<file path="src/rtl/qcfg_pkg.sv">
// Package for the charge converter test and configuration register bank
package qcfg_pkg;
    localparam logic [15:0] OFS_MODE_SET = 16'h1032;
    localparam logic [15:0] OFS_MODE_CLR = 16'h1034;
    localparam logic [15:0] OFS_MT_WADDR = 16'h1036;
    localparam logic [15:0] OFS_TW_UPPER = 16'h1038;
    localparam logic [15:0] OFS_TW_LOWER = 16'h103a;
    localparam logic [15:0] OFS_CRATE = 16'h103c;
    localparam logic [15:0] OFS_TEST_EVT = 16'h103e;
    localparam logic [15:0] OFS_EVCNT_CLR = 16'h1040;
    localparam logic [15:0] OFS_PED = 16'h1060;
    localparam logic [15:0] OFS_MT_RADDR = 16'h1064;
    localparam logic [15:0] OFS_TEST_CONV = 16'h1068;
    localparam logic [15:0] OFS_SLIDE = 16'h106a;
    localparam logic [15:0] OFS_ADC_A = 16'h1070;
    localparam logic [15:0] OFS_ADC_B = 16'h1072;
    localparam logic [15:0] OFS_THR_BASE = 16'h1080;
    localparam logic [15:0] OFS_THR_LAST = 16'h10be;
    localparam logic [15:0] OFS_ROM_BASE = 16'h8000;
    localparam logic [15:0] OFS_MAKER_H = 16'h8026;
    localparam logic [15:0] OFS_MAKER_M = 16'h802a;
    localparam logic [15:0] OFS_MAKER_L = 16'h802e;
    localparam logic [15:0] OFS_VARIANT = 16'h8032;
    localparam logic [15:0] OFS_BOARD_H = 16'h8036;
    localparam logic [15:0] OFS_BOARD_M = 16'h803a;
    localparam logic [15:0] OFS_BOARD_L = 16'h803e;
    localparam logic [15:0] OFS_HWREV = 16'h804e;
    localparam logic [15:0] OFS_SER_H = 16'h8f02;
    localparam logic [15:0] OFS_SER_L = 16'h8f06;
    // Mode bit positions
    localparam int MODE_MEM_TEST = 0;
    localparam int MODE_DATA_CLR = 2;
    localparam int MODE_ACQ_TEST = 6;
    localparam int MODE_SLIDE_EN = 7;
    localparam logic [15:0] MODE_RST = 16'h4880;
    localparam logic [7:0] PED_RST = 8'hb4;
    localparam int THR_KILL = 8;
    localparam int EVT_OVF = 12;
    localparam int FIFO_DEPTH = 32;
    localparam int ADDR_W = 11;
    // Arbitrary neutral identity values
    localparam logic [7:0] ID_MAKER_H = 8'h5a;
    localparam logic [7:0] ID_MAKER_M = 8'h5b;
    localparam logic [7:0] ID_MAKER_L = 8'h5c;
    localparam logic [7:0] ID_VARIANT = 8'h01;
    localparam logic [7:0] ID_BOARD_H = 8'h0a;
    localparam logic [7:0] ID_BOARD_M = 8'h0b;
    localparam logic [7:0] ID_BOARD_L = 8'h0c;
    localparam logic [7:0] ID_HWREV = 8'h01;
    localparam logic [7:0] ID_SER_H = 8'h00;
    localparam logic [7:0] ID_SER_L = 8'h01;

    typedef struct packed {
        logic wr;
        logic rd;
        logic [15:0] addr;
        logic [15:0] wdata;
    } qcfg_req_t;

    typedef struct packed {
        logic wr;
        logic [ADDR_W-1:0] addr;
        logic [31:0] data;
    } qcfg_memwr_t;
endpackage : qcfg_pkg

</file>
<file path="src/rtl/qcfg_regs.sv">
// Test and configuration register bank of the charge converter board
//
// What this block does
// - Mode-clear write clears bits written as one
// - Zeros in mode-clear change nothing
// - Write-only memory-test write address register
// - Lower-half write in memory-test mode commits 32-bit test word, unless a replay takes that cycle
// - Crate number register, read/write, into data
// - Test-event write pushes 32-entry FIFO
// - Test word: 12-bit value plus overflow
// - Words replayed in write order 0,1,2
// - Any counter-clear write zeroes event counter
// - 8-bit pedestal setting, default 180
// - Write-only memory-test read address register
// - Test-conversion write launches one conversion
// - Slide constant drives DAC when disabled
// - Two read-only ADC block values
// - Threshold entries 0x1080 to 0x10be
// - Kill bit blocks channel storage
// - Thresholds not cleared by any reset
// - ROM returns identification bytes
// - ROM returns serial high and low
// - Mode-set write sets bits written one
// - Data-clear bit resets data and counter
// - Acquisition test feeds buffer from FIFO
`timescale 1ns/100ps
module qcfg_regs (
    input wire logic clk_in,
    input wire logic sys_rst_in,
    input wire logic hw_rst_in,
    input wire qcfg_pkg::qcfg_req_t req_in,
    input wire logic narrow_variant_in,
    input wire logic gate_in,
    input wire logic evt_inc_in,
    input wire logic [15:0] adc_a_in,
    input wire logic [15:0] adc_b_in,
    input wire logic [4:0] thr_sel_in,
    output logic [15:0] rdata_out,
    output logic [15:0] mode_out,
    output logic [7:0] crate_out,
    output logic [7:0] ped_out,
    output logic [7:0] dac_out,
    output logic conv_start_out,
    output logic data_clear_out,
    output logic [23:0] evt_count_out,
    output logic [qcfg_pkg::ADDR_W-1:0] mt_raddr_out,
    output qcfg_pkg::qcfg_memwr_t memwr_out,
    output logic [15:0] thr_out,
    output logic thr_kill_out
);
    localparam int ADDR_W_O = qcfg_pkg::ADDR_W;

    // =======================================
    // Pin synchronisers
    // =======================================
    logic [1:0] gate_s_r;
    logic [15:0] adc_a_s1_r;
    logic [15:0] adc_a_s2_r;
    logic [15:0] adc_b_s1_r;
    logic [15:0] adc_b_s2_r;
    logic gate_d_r;

    // Gate pin, reset to its idle low level so no false edge follows
    always_ff @(posedge clk_in) begin
        if (sys_rst_in || hw_rst_in) begin
            gate_s_r <= 2'h0;
            gate_d_r <= 1'b0;
        end else begin
            gate_s_r <= {gate_s_r[0], gate_in};
            gate_d_r <= gate_s_r[1];
        end
    end

    // Converter words; a read during an update may see a torn word
    always_ff @(posedge clk_in) begin
        adc_a_s1_r <= adc_a_in;
        adc_a_s2_r <= adc_a_s1_r;
    end

    always_ff @(posedge clk_in) begin
        adc_b_s1_r <= adc_b_in;
        adc_b_s2_r <= adc_b_s1_r;
    end

    wire logic gate_rise = gate_s_r[1] & ~gate_d_r;

    // =======================================
    // Address decode
    // =======================================
    function automatic logic hit(input logic [15:0] a, input logic [15:0] ofs);
        hit = (a == ofs);
    endfunction : hit

    function automatic logic wr_hit(input qcfg_pkg::qcfg_req_t r, input logic [15:0] ofs);
        wr_hit = r.wr && hit(r.addr, ofs);
    endfunction : wr_hit

    wire logic wr = req_in.wr;
    wire logic [15:0] a = req_in.addr;
    wire logic [15:0] d = req_in.wdata;
    // Stored widths: sample plus overflow flag, threshold plus kill flag
    localparam logic [15:0] EVT_MASK = 16'((32'h1 << (qcfg_pkg::EVT_OVF + 1)) - 32'h1);
    localparam logic [15:0] THR_MASK = 16'((32'h1 << (qcfg_pkg::THR_KILL + 1)) - 32'h1);
    wire logic [15:0] thr_off = a - qcfg_pkg::OFS_THR_BASE;
    wire logic thr_hit = (a >= qcfg_pkg::OFS_THR_BASE) && (a <= qcfg_pkg::OFS_THR_LAST)
        && !a[0] && (!narrow_variant_in || !a[1]);
    // Stride 2 or 4 by variant
    wire logic [4:0] thr_idx = narrow_variant_in ? {1'b0, thr_off[5:2]} : thr_off[5:1];

    // =======================================
    // Mode register
    // =======================================
    logic [15:0] mode_r;

    always_ff @(posedge clk_in) begin
        if (sys_rst_in || hw_rst_in) begin
            mode_r <= qcfg_pkg::MODE_RST;
        end else if (wr && hit(a, qcfg_pkg::OFS_MODE_SET)) begin
            mode_r <= mode_r | d;
        end else if (wr && hit(a, qcfg_pkg::OFS_MODE_CLR)) begin
            mode_r <= mode_r & ~d;
        end
    end

    always_ff @(posedge clk_in) begin
        mode_out <= mode_r;
        data_clear_out <= mode_r[qcfg_pkg::MODE_DATA_CLR];
    end

    // =======================================
    // Plain configuration registers
    // =======================================
    logic [7:0] crate_r;
    logic [7:0] ped_r;
    logic [7:0] slide_r;
    logic [ADDR_W_O-1:0] mt_waddr_r;
    logic [ADDR_W_O-1:0] mt_raddr_r;
    logic [15:0] tw_upper_r;

    always_ff @(posedge clk_in) begin
        if (sys_rst_in || hw_rst_in) begin
            crate_r <= 8'h00;
        end else if (wr_hit(req_in, qcfg_pkg::OFS_CRATE)) begin
            crate_r <= d[7:0];
        end
    end

    always_ff @(posedge clk_in) begin
        if (sys_rst_in || hw_rst_in) begin
            ped_r <= qcfg_pkg::PED_RST;
        end else if (wr_hit(req_in, qcfg_pkg::OFS_PED)) begin
            ped_r <= d[7:0];
        end
    end

    // Slide constant
    always_ff @(posedge clk_in) begin
        if (sys_rst_in || hw_rst_in) begin
            slide_r <= 8'h00;
        end else if (wr_hit(req_in, qcfg_pkg::OFS_SLIDE)) begin
            slide_r <= d[7:0];
        end
    end

    always_ff @(posedge clk_in) begin
        if (sys_rst_in || hw_rst_in) begin
            mt_waddr_r <= '0;
        end else if (wr_hit(req_in, qcfg_pkg::OFS_MT_WADDR)) begin
            mt_waddr_r <= d[ADDR_W_O-1:0];
        end
    end

    always_ff @(posedge clk_in) begin
        if (sys_rst_in || hw_rst_in) begin
            mt_raddr_r <= '0;
        end else if (wr_hit(req_in, qcfg_pkg::OFS_MT_RADDR)) begin
            mt_raddr_r <= d[ADDR_W_O-1:0];
        end
    end

    // Upper half of the test word
    always_ff @(posedge clk_in) begin
        if (sys_rst_in || hw_rst_in) begin
            tw_upper_r <= 16'h0000;
        end else if (wr_hit(req_in, qcfg_pkg::OFS_TW_UPPER)) begin
            tw_upper_r <= d;
        end
    end

    always_ff @(posedge clk_in) begin
        crate_out <= crate_r;
        ped_out <= ped_r;
        mt_raddr_out <= mt_raddr_r;
    end

    // Constant to DAC when sliding disabled
    always_ff @(posedge clk_in) begin
        if (mode_r[qcfg_pkg::MODE_SLIDE_EN]) begin
            dac_out <= 8'h00;
        end else begin
            dac_out <= slide_r;
        end
    end

    // =======================================
    // Test event FIFO storage
    // =======================================
    logic [15:0] fifo_mem [qcfg_pkg::FIFO_DEPTH];
    logic [4:0] fifo_wr_r;
    logic [4:0] fifo_rd_r;
    logic acq_d_r;

    wire logic acq_mode = mode_r[qcfg_pkg::MODE_ACQ_TEST];
    // Each edge of the test bit restarts both pointers
    wire logic acq_toggle = acq_mode != acq_d_r;
    wire logic replay = gate_rise && acq_mode;

    always_ff @(posedge clk_in) begin
        // Push masked word in write order
        if (wr_hit(req_in, qcfg_pkg::OFS_TEST_EVT)) begin
            fifo_mem[fifo_wr_r] <= d & EVT_MASK;
        end
    end

    // =======================================
    // Memory test commit and strobes
    // =======================================
    always_ff @(posedge clk_in) begin
        if (sys_rst_in || hw_rst_in) begin
            memwr_out <= '0;
        end else begin
            memwr_out.wr <= wr_hit(req_in, qcfg_pkg::OFS_TW_LOWER)
                && mode_r[qcfg_pkg::MODE_MEM_TEST];
            memwr_out.addr <= mt_waddr_r;
            memwr_out.data <= {tw_upper_r, d};
            if (replay) begin
                memwr_out.wr <= 1'b1;
                memwr_out.addr <= {6'h00, fifo_rd_r};
                memwr_out.data <= {16'h0000, fifo_mem[fifo_rd_r]};
            end
        end
    end

    always_ff @(posedge clk_in) begin
        if (sys_rst_in || hw_rst_in) begin
            conv_start_out <= 1'b0;
        end else begin
            conv_start_out <= wr_hit(req_in, qcfg_pkg::OFS_TEST_CONV);
        end
    end

    // =======================================
    // Test event FIFO pointers
    // =======================================
    always_ff @(posedge clk_in) begin
        if (sys_rst_in || hw_rst_in) begin
            acq_d_r <= 1'b0;
        end else begin
            acq_d_r <= acq_mode;
        end
    end

    // Write pointer wraps after 32 words
    always_ff @(posedge clk_in) begin
        if (sys_rst_in || hw_rst_in || acq_toggle) begin
            fifo_wr_r <= 5'h00;
        end else if (wr_hit(req_in, qcfg_pkg::OFS_TEST_EVT)) begin
            fifo_wr_r <= fifo_wr_r + 5'h01;
        end
    end

    always_ff @(posedge clk_in) begin
        if (sys_rst_in || hw_rst_in || acq_toggle) begin
            fifo_rd_r <= 5'h00;
        end else if (replay) begin
            fifo_rd_r <= fifo_rd_r + 5'h01;
        end
    end

    // =======================================
    // Event counter
    // =======================================
    logic [23:0] evt_cnt_r;

    always_ff @(posedge clk_in) begin
        if (sys_rst_in || hw_rst_in) begin
            evt_cnt_r <= 24'h000000;
        // Clear on write or data clear
        end else if ((wr && hit(a, qcfg_pkg::OFS_EVCNT_CLR))
                || mode_r[qcfg_pkg::MODE_DATA_CLR]) begin
            evt_cnt_r <= 24'h000000;
        end else if (evt_inc_in) begin
            evt_cnt_r <= evt_cnt_r + 24'h000001;
        end
    end

    always_ff @(posedge clk_in) begin
        evt_count_out <= evt_cnt_r;
    end

    // =======================================
    // Threshold memory
    // =======================================
    logic [15:0] thr_mem [qcfg_pkg::FIFO_DEPTH];

    // Only software writes, no reset here
    always_ff @(posedge clk_in) begin
        if (wr && thr_hit) begin
            thr_mem[thr_idx] <= d & THR_MASK;
        end
    end

    always_ff @(posedge clk_in) begin
        thr_out <= thr_mem[thr_sel_in];
        thr_kill_out <= thr_mem[thr_sel_in][qcfg_pkg::THR_KILL];
    end

    // =======================================
    // Read mux
    // =======================================
    logic [15:0] rd_nxt;

    always_comb begin
        rd_nxt = 16'h0000;
        if (thr_hit) begin
            rd_nxt = thr_mem[thr_idx];
        end else begin
            unique case (a)
                qcfg_pkg::OFS_MODE_SET: rd_nxt = mode_r;
                qcfg_pkg::OFS_CRATE: rd_nxt = {8'h00, crate_r};
                qcfg_pkg::OFS_PED: rd_nxt = {8'h00, ped_r};
                qcfg_pkg::OFS_SLIDE: rd_nxt = {8'h00, slide_r};
                qcfg_pkg::OFS_ADC_A: rd_nxt = adc_a_s2_r;
                qcfg_pkg::OFS_ADC_B: rd_nxt = adc_b_s2_r;
                qcfg_pkg::OFS_MAKER_H: rd_nxt = {8'h00, qcfg_pkg::ID_MAKER_H};
                qcfg_pkg::OFS_MAKER_M: rd_nxt = {8'h00, qcfg_pkg::ID_MAKER_M};
                qcfg_pkg::OFS_MAKER_L: rd_nxt = {8'h00, qcfg_pkg::ID_MAKER_L};
                qcfg_pkg::OFS_VARIANT: rd_nxt = {8'h00, qcfg_pkg::ID_VARIANT};
                qcfg_pkg::OFS_BOARD_H: rd_nxt = {8'h00, qcfg_pkg::ID_BOARD_H};
                qcfg_pkg::OFS_BOARD_M: rd_nxt = {8'h00, qcfg_pkg::ID_BOARD_M};
                qcfg_pkg::OFS_BOARD_L: rd_nxt = {8'h00, qcfg_pkg::ID_BOARD_L};
                qcfg_pkg::OFS_HWREV: rd_nxt = {8'h00, qcfg_pkg::ID_HWREV};
                qcfg_pkg::OFS_SER_H: rd_nxt = {8'h00, qcfg_pkg::ID_SER_H};
                qcfg_pkg::OFS_SER_L: rd_nxt = {8'h00, qcfg_pkg::ID_SER_L};
                default: rd_nxt = 16'h0000;
            endcase
        end
    end

    always_ff @(posedge clk_in) begin
        if (sys_rst_in || hw_rst_in) begin
            rdata_out <= 16'h0000;
        end else if (req_in.rd) begin
            rdata_out <= rd_nxt;
        end
    end
endmodule : qcfg_regs

</file>
<file path="config.mk">
export PLATFORM = sky130hd
export DESIGN_NAME = qcfg_regs
export DESIGN_NICKNAME = d
export VERILOG_FILES = /design/src/rtl/qcfg_pkg.sv /design/src/rtl/qcfg_regs.sv
export SDC_FILE = /design/constraint.sdc
export NUM_CORES = 1
export LEC_CHECK = 0
export BUFFER_PORTS_ARGS = -buffer_cell sky130_fd_sc_hd__buf_2
export CAP_MARGIN = 20
export CORE_MARGIN = 2
export CORE_UTILIZATION = 65
export DETAILED_ROUTE_END_ITERATION = 12
export PLACE_DENSITY_LB_ADDON = 0.1
export SLEW_MARGIN = 20
export SYNTH_ARGS = -nofsm -noshare
export SYNTH_HDL_FRONTEND = slang
export SYNTH_SLANG_ARGS = --single-unit
</file>
<file path="constraint.sdc">
create_clock -name clk_in -period 5.6 [get_ports clk_in]
set_input_delay 0.56 -clock clk_in [delete_from_list [all_inputs] [get_ports clk_in]]
set_output_delay 0.56 -clock clk_in [all_outputs]
set_load 0.02 [all_outputs]
</file>
==> reports/metrics.yaml, run 1 <==
gp_congestion: 0.9866
slew_headroom: 0.2428
grt_max_degree: 71
ir_drop_mv: 0.3739
final_area_mm2: 0.04615
yosysSeqAreaShare: 0.6845
grt_pass1_wl_mm: 168.1
place_area_mm2: 0.04256
die_w_um: 253.7
clk_pin_slew_worst_paths_ns: 0.06
crit_path_end_kind: "register"
holdPathEnd: "adc_b_s1_r[0]"
drt-initial-drc-count: 3492
grt_usage: 0.3643
p_leak_nw: 15.61
crit_type: "input pin to register"
worst_r2r_endpoint: "memwr_out[10]"
skew_ns: 0.03120
startpoint_type: "input pin"
hp-start: "adc_b_in[0]"
finalPower_mw: 15.63
clk_latency_ns: 0.67
netlist_area_mm2: 0.04053
antenna_found_initial: 0
r2r_cells: 5
cts_hold_buf: 26
routed_wl_mm: 116.5
synth_edf_count: 704
setup_viol: 0
layout_common_cells: "704 x edfxtp_1, 327 x dfxtp_1, 220 x mux4_2, 220 x buf_2, 192 x nor2_1"
ys_types: 72
drtAntennaViolNets: 0
postCtsSetupBuffers: 0
crit_required_ns: 6.10
clock_sinks: 1034
cts_max_level: 3
grt_pass1_vias: 24850
final_common_cell: "edfxtp_1"
path_max_fanout: 56
syn_to_final_growth_pct: 13.85
root_buffer: "clkbuf_16"
clockBufferDepth: 3
power.density_mw_per_mm2: 338.7
cts_tree: "done"
drive_gt1_frac: 0.2484
cts_resized: 0
post-route-period-util: 0.6992
route.vias.total: 25590
coreArea_mm2: 0.06171
period_needed_ns: 3.915
tightest_slew_ns: 1.107
synthFlopType: "edfxtp_1"
via_per_inst: 6.963
outcome: "completed"
rsz0062_at_grt: "false"
max_cap_violations: 0
dp_hpwl_mm: 71.50
arrival_ns: 4.41
ys_warn_count: 0
report.final.slew_viol_count: 0
tns_ns: 0
synthArstFlopShare: 0
numPortBuffers: 223
wire_per_inst_um: 31.70
drcViolationCount: 0
ys_ff_latch: 1034
hold_viol_final: 0
dr.pass1.iters: 7
synth.avg_cell_area_um2: 16.15
synthCells: 2510
nets: 2837
hp-class: "input pin to register"
max_freq_mhz: 255.4
dieArea_mm2: 0.06437
n_antenna_cell: 0
die-height_um: 253.7
cts_made_buffers: 100
whs_path_depth: 1
start_util: 0.6568
rows: 91
grt_overflow: 0
reg2reg_slack_ns: 2.64
io_pins: 231
-- cell type report --
type | instances | area [um2]
Clock buffer | 142 | 2849
Clock inverter | 44 | 454.2
Fill cell | 3699 | 15560
Inverter | 42 | 157.7
Multi-Input combinational cell | 1251 | 11870
Sequential cell | 1034 | 27760
Tap cell | 837 | 1047
Timing Repair Buffer | 325 | 2008
-- kinds of logic after synthesis --
family,count (synthesis),synth area share
multiplexers,339,0.1521
AND/OR/NAND/NOR,476,0.05612
flip-flops,1034,0.6845
buffers and inverters,231,0.02435
AO/OA/AOI/OAI,391,0.07399
XOR/XNOR,32,0.006914
adder cells (fa/ha/maj),6,0.001852
other,1,0.00009252
-- Yosys cell counts (4+ instances only) --
library cell	number	area, um2
nor4_1	7	43.79
dfxtp_1	330	6606
and2_1	11	68.82
nand4_1	19	118.9
a32oi_1	31	271.5
nand3b_1	6	45.04
a22o_1	43	376.6
and4_1	5	43.79
mux2_2	10	112.6
xnor2_1	14	122.6
o41ai_1	5	43.79
a311oi_1	4	35.03
mux4_2	220	4955
buf_1	20	75.07
buf_4	11	82.58
a211oi_1	17	127.6
a21oi_1	42	210.2
mux2i_1	107	1071
nand3_1	43	215.2
inv_1	42	157.7
a221oi_1	20	175.2
o221ai_1	30	262.8
nor3_1	6	30.03
o22ai_1	37	231.5
ha_1	6	75.07
edfxtp_1	704	21140
nand2_1	84	315.3
nor2_1	202	758.2
clkbuf_1	105	394.1
a21boi_0	14	105.1
xor2_1	18	157.7
nor2b_1	20	125.1
a222oi_1	6	60.06
and3_1	43	269.0
buf_2	51	255.2
a32o_1	30	300.3
o21ai_0	31	155.2
a22oi_1	49	367.9
a221o_1	8	80.08
-- worst max path at each step --
stage | from | to
2_1_floorplan | req_in[25] | fifo_mem[31][0]
3_3_place_gp | req_in[18] | rdata_out[3]
3_5_place_dp | req_in[18] | rdata_out[3]
4_1_cts | req_in[18] | rdata_out[3]
5_1_grt | req_in[18] | rdata_out[3]
6_report | req_in[18] | rdata_out[3]
-- registers in the layout (all words and copies together) (netlist names), 9 cells and up, named ones only --
register       cells
thr_mem          288
adc_b_s1_r        16
evt_count_out     24
adc_a_s1_r        16
mode_out          16
evt_cnt_r         24
memwr_out         44
mt_raddr_r        11
mt_waddr_r        11
mt_raddr_out      11
adc_b_s2_r        16
adc_a_s2_r        16
fifo_mem         416
rdata_out         16
thr_out            9
tw_upper_r        16
-- where the power goes --
group / internal (mW) / switching, mW / leakage [nW] / total, mW
registers: 8.18 / 0.0145 / 9.02 / 8.20
clock network: 3.85 / 2.87 / 1.61 / 6.71
logic: 0.226 / 0.493 / 4.98 / 0.718
total: 12.3 / 3.37 / 15.6 / 15.6
-- worst max-delay path: stages --
cell	delay, ns
buf_4	0.60
nand3b_1	0.68
and2_1	0.65
buf_4	0.40
o221ai_1	0.15
a22o_1	0.35
nor4_1	0.79
a21oi_1	0.18
-- stage by stage --
stage	hold WS, ns	instances	worst slack [ns]	util
2_1_floorplan	0.3096	2516	2.817	-
4_1_cts	0.004250	3674	1.891	0.7474
6_report	0.03241	3675	1.685	0.7478
3_3_place_gp	0.3108	3462	1.236	0.6894
5_1_grt	0.008085	3675	1.771	0.7478
3_5_place_dp	0.3121	3462	1.198	0.6896
-- per-layer routing --
metal / wire [um] / up-vias / GRT usage
li1: - / 10460 / -
met1: 42570 / 12990 / 0.4889
met2: 56660 / 1784 / 0.5881
met3: 10920 / 360 / 0.06371
met4: 6369 / 0 / 0.1721
met5: 0 / - / 0
No activity file was read; power rests on OpenSTA's default activity.
==> inputs of run 2 (changes only) <==
- CORE_UTILIZATION: 65 -> 55
- clock period: 5.6 -> 3.6 ns (I/O delays scaled with it)
==> reports/metrics.yaml, run 2 (synthesized netlist as in run 1, its figures left out) <==
drtAntennaViolNets: 0  # unchanged
die-height_um: 275.5  # +8.6%
grt_max_degree: 81  # +14%
setup_viol: 0  # unchanged
dp_hpwl_mm: 70.16  # -1.9%
start_util: 0.5556  # -0.1013
hp-class: "input pin to register"
largest_reg_flops: 416  # unchanged
slew_headroom: 0.2222  # -0.02063
crit_required_ns: 4.12  # -1.98 ns
cpMaxStageDelayCell: "mux4_2"
die_w_um: 275.5  # +8.6%
grt_usage: 0.2899  # -0.07443
crit_path_frequent_cell: "mux4_2"
post-route-period-util: 0.7095
place_ws_ns: 0.4607  # -0.7378 ns
crit_chain: "buf_12 > mux4_2 > mux4_2 > mux2i_1 > a21oi_1"
antenna_found_initial: 5  # +5
hold_ws_ns: 0.2384  # +0.2060 ns
path_max_fanout: 50  # -11%
startpoint_type: "register"
skew_ns: 0.02525  # -0.005947 ns
layout_common_cells: "704 x edfxtp_1, 327 x dfxtp_1, 221 x buf_2"
crit_path_end_kind: "register"
power.density_mw_per_mm2: 523.2  # +54%
rows: 99  # +8.8%
routed_wl_mm: 108.8  # -6.6%
dr.pass1.iters: 7  # unchanged
max_cap_violations: 0  # unchanged
tns_ns: 0  # unchanged
outcome: "completed"
route.vias.total: 24770  # -3.2%
numPortBuffers: 223  # unchanged
cts_max_level: 3  # unchanged
grt_pass1_vias: 24890  # +0.16%
drcViolationCount: 0  # unchanged
coreArea_mm2: 0.07296  # +18%
rsz0062_at_grt: "false"
p_leak_nw: 16.18  # +3.6%
grt_pass1_wl_mm: 160.9  # -4.3%
tightest_slew_ns: 1.167  # +0.05957 ns
clk_latency_ns: 0.67  # about the same
crit_type: "register to register"
largest_registers: "fifo_mem (416), thr_mem (288), memwr_out (44)"
postCtsSetupBuffers: 0  # unchanged
wire_per_inst_um: 27.98  # -12%
period_needed_ns: 2.554
gp_congestion: 0.9123  # -7.5%
ir_drop_mv: 0.4602  # +23%
root_buffer: "clkbuf_16"
cts_made_buffers: 99  # -1.0%
max_freq_mhz: 391.5
clk_pin_slew_worst_paths_ns: 0.06  # about the same
hold_viol_final: 0  # unchanged
largest-register: "fifo_mem"
arrival_ns: 3.08  # -1.33 ns
layout_setup_ws_ns: 1.046  # -0.6390 ns
cts_tree: "done"
cpPeakStageDelay_ns: 0.60  # -0.19 ns
clock_sinks: 1034  # unchanged
syn_to_final_growth_pct: 16.44
via_per_inst: 6.371  # -8.5%
report.final.slew_viol_count: 0  # unchanged
placed_cells: 3657  # +5.6%
clockBufferDepth: 3  # unchanged
reg2reg_slack_ns: 1.05  # -1.59 ns
grt_overflow: 0  # unchanged
io_pins: 231  # unchanged
drt-initial-drc-count: 2914  # -17%
dieArea_mm2: 0.07589  # +18%
drive_gt1_frac: 0.2680  # +0.01962
final_common_cell: "edfxtp_1"
fin_cells: 3888  # +5.8%
nets: 2922  # +3.0%
-- run 2: changes by cell type in the layout (fill, tap and decap cells not counted), sizes merged --
cell	delta
diode	+4
buf	+72
clkinvlp	-1
dlygate4sd3	+14
clkbuf	-2
bufinv	+5
clkinv	-4
inv	+3
-- run 2: power by group --
group	switching, mW	total, mW	leakage (nW)	internal [mW]
Clock	4.47	10.8	1.70	6.36
Combinational	0.722	1.10	5.46	0.382
Sequential	0.0217	12.8	9.02	12.7
Total	5.22	24.7	16.2	19.5
-- run 2: worst paths after layout --
check / startpoint / depth (start not counted) / endpoint
setup reg to reg: register / 5 / memwr_out[9]
setup / recovery: register / 5 / memwr_out[9]
hold reg to reg: adc_b_s1_r[2] / 0 / adc_b_s2_r[2]
hold / removal: thr_sel_in[4] / 2 / thr_out[8]
-- run 2: layout make-up --
cell class,count,area (um2)
sequential,1034,27760
fill,5193,25760
multi-input combinational,1251,11860
clock buffer,140,2853
timing repair buffer,411,2761
tap,959,1200
clock inverter,47,596.8
inverter,42,157.7
antenna,4,10.01
-- run 2: per-stage QoR --
step	cell area, um2	total power [mW]	utilization
3_3_place_gp	43320	14.05	0.5937
6_report	47200	24.69	0.6469
2_1_floorplan	40560	13.58	-
5_1_grt	47200	25.32	0.6469
4_1_cts	47190	24.83	0.6467
3_5_place_dp	43340	14.06	0.5940
-- run 2: routing by layer --
layer  track usage  vias to the layer above  share of wire
li1              -                    10640              -
met1        0.3830                    12630           0.39
met2        0.4838                     1243           0.50
met3       0.04976                      257          0.076
met4        0.1124                        2          0.040
met5             0                        -        0.00012
-- run 2: repair_timing --
item                      4_1_cts  5_1_grt
hold endpoints to repair       43        0
resized for setup               0        0
hold buffers                   40        0
-- run 2: critical path: cells and delay by family, from the launching register on --
kind	cells	cell delay (ns)
multiplexers	3	1.44
flip-flops	1	0.42
buffers and inverters	1	0.35
AO/OA/AOI/OAI	1	0.14
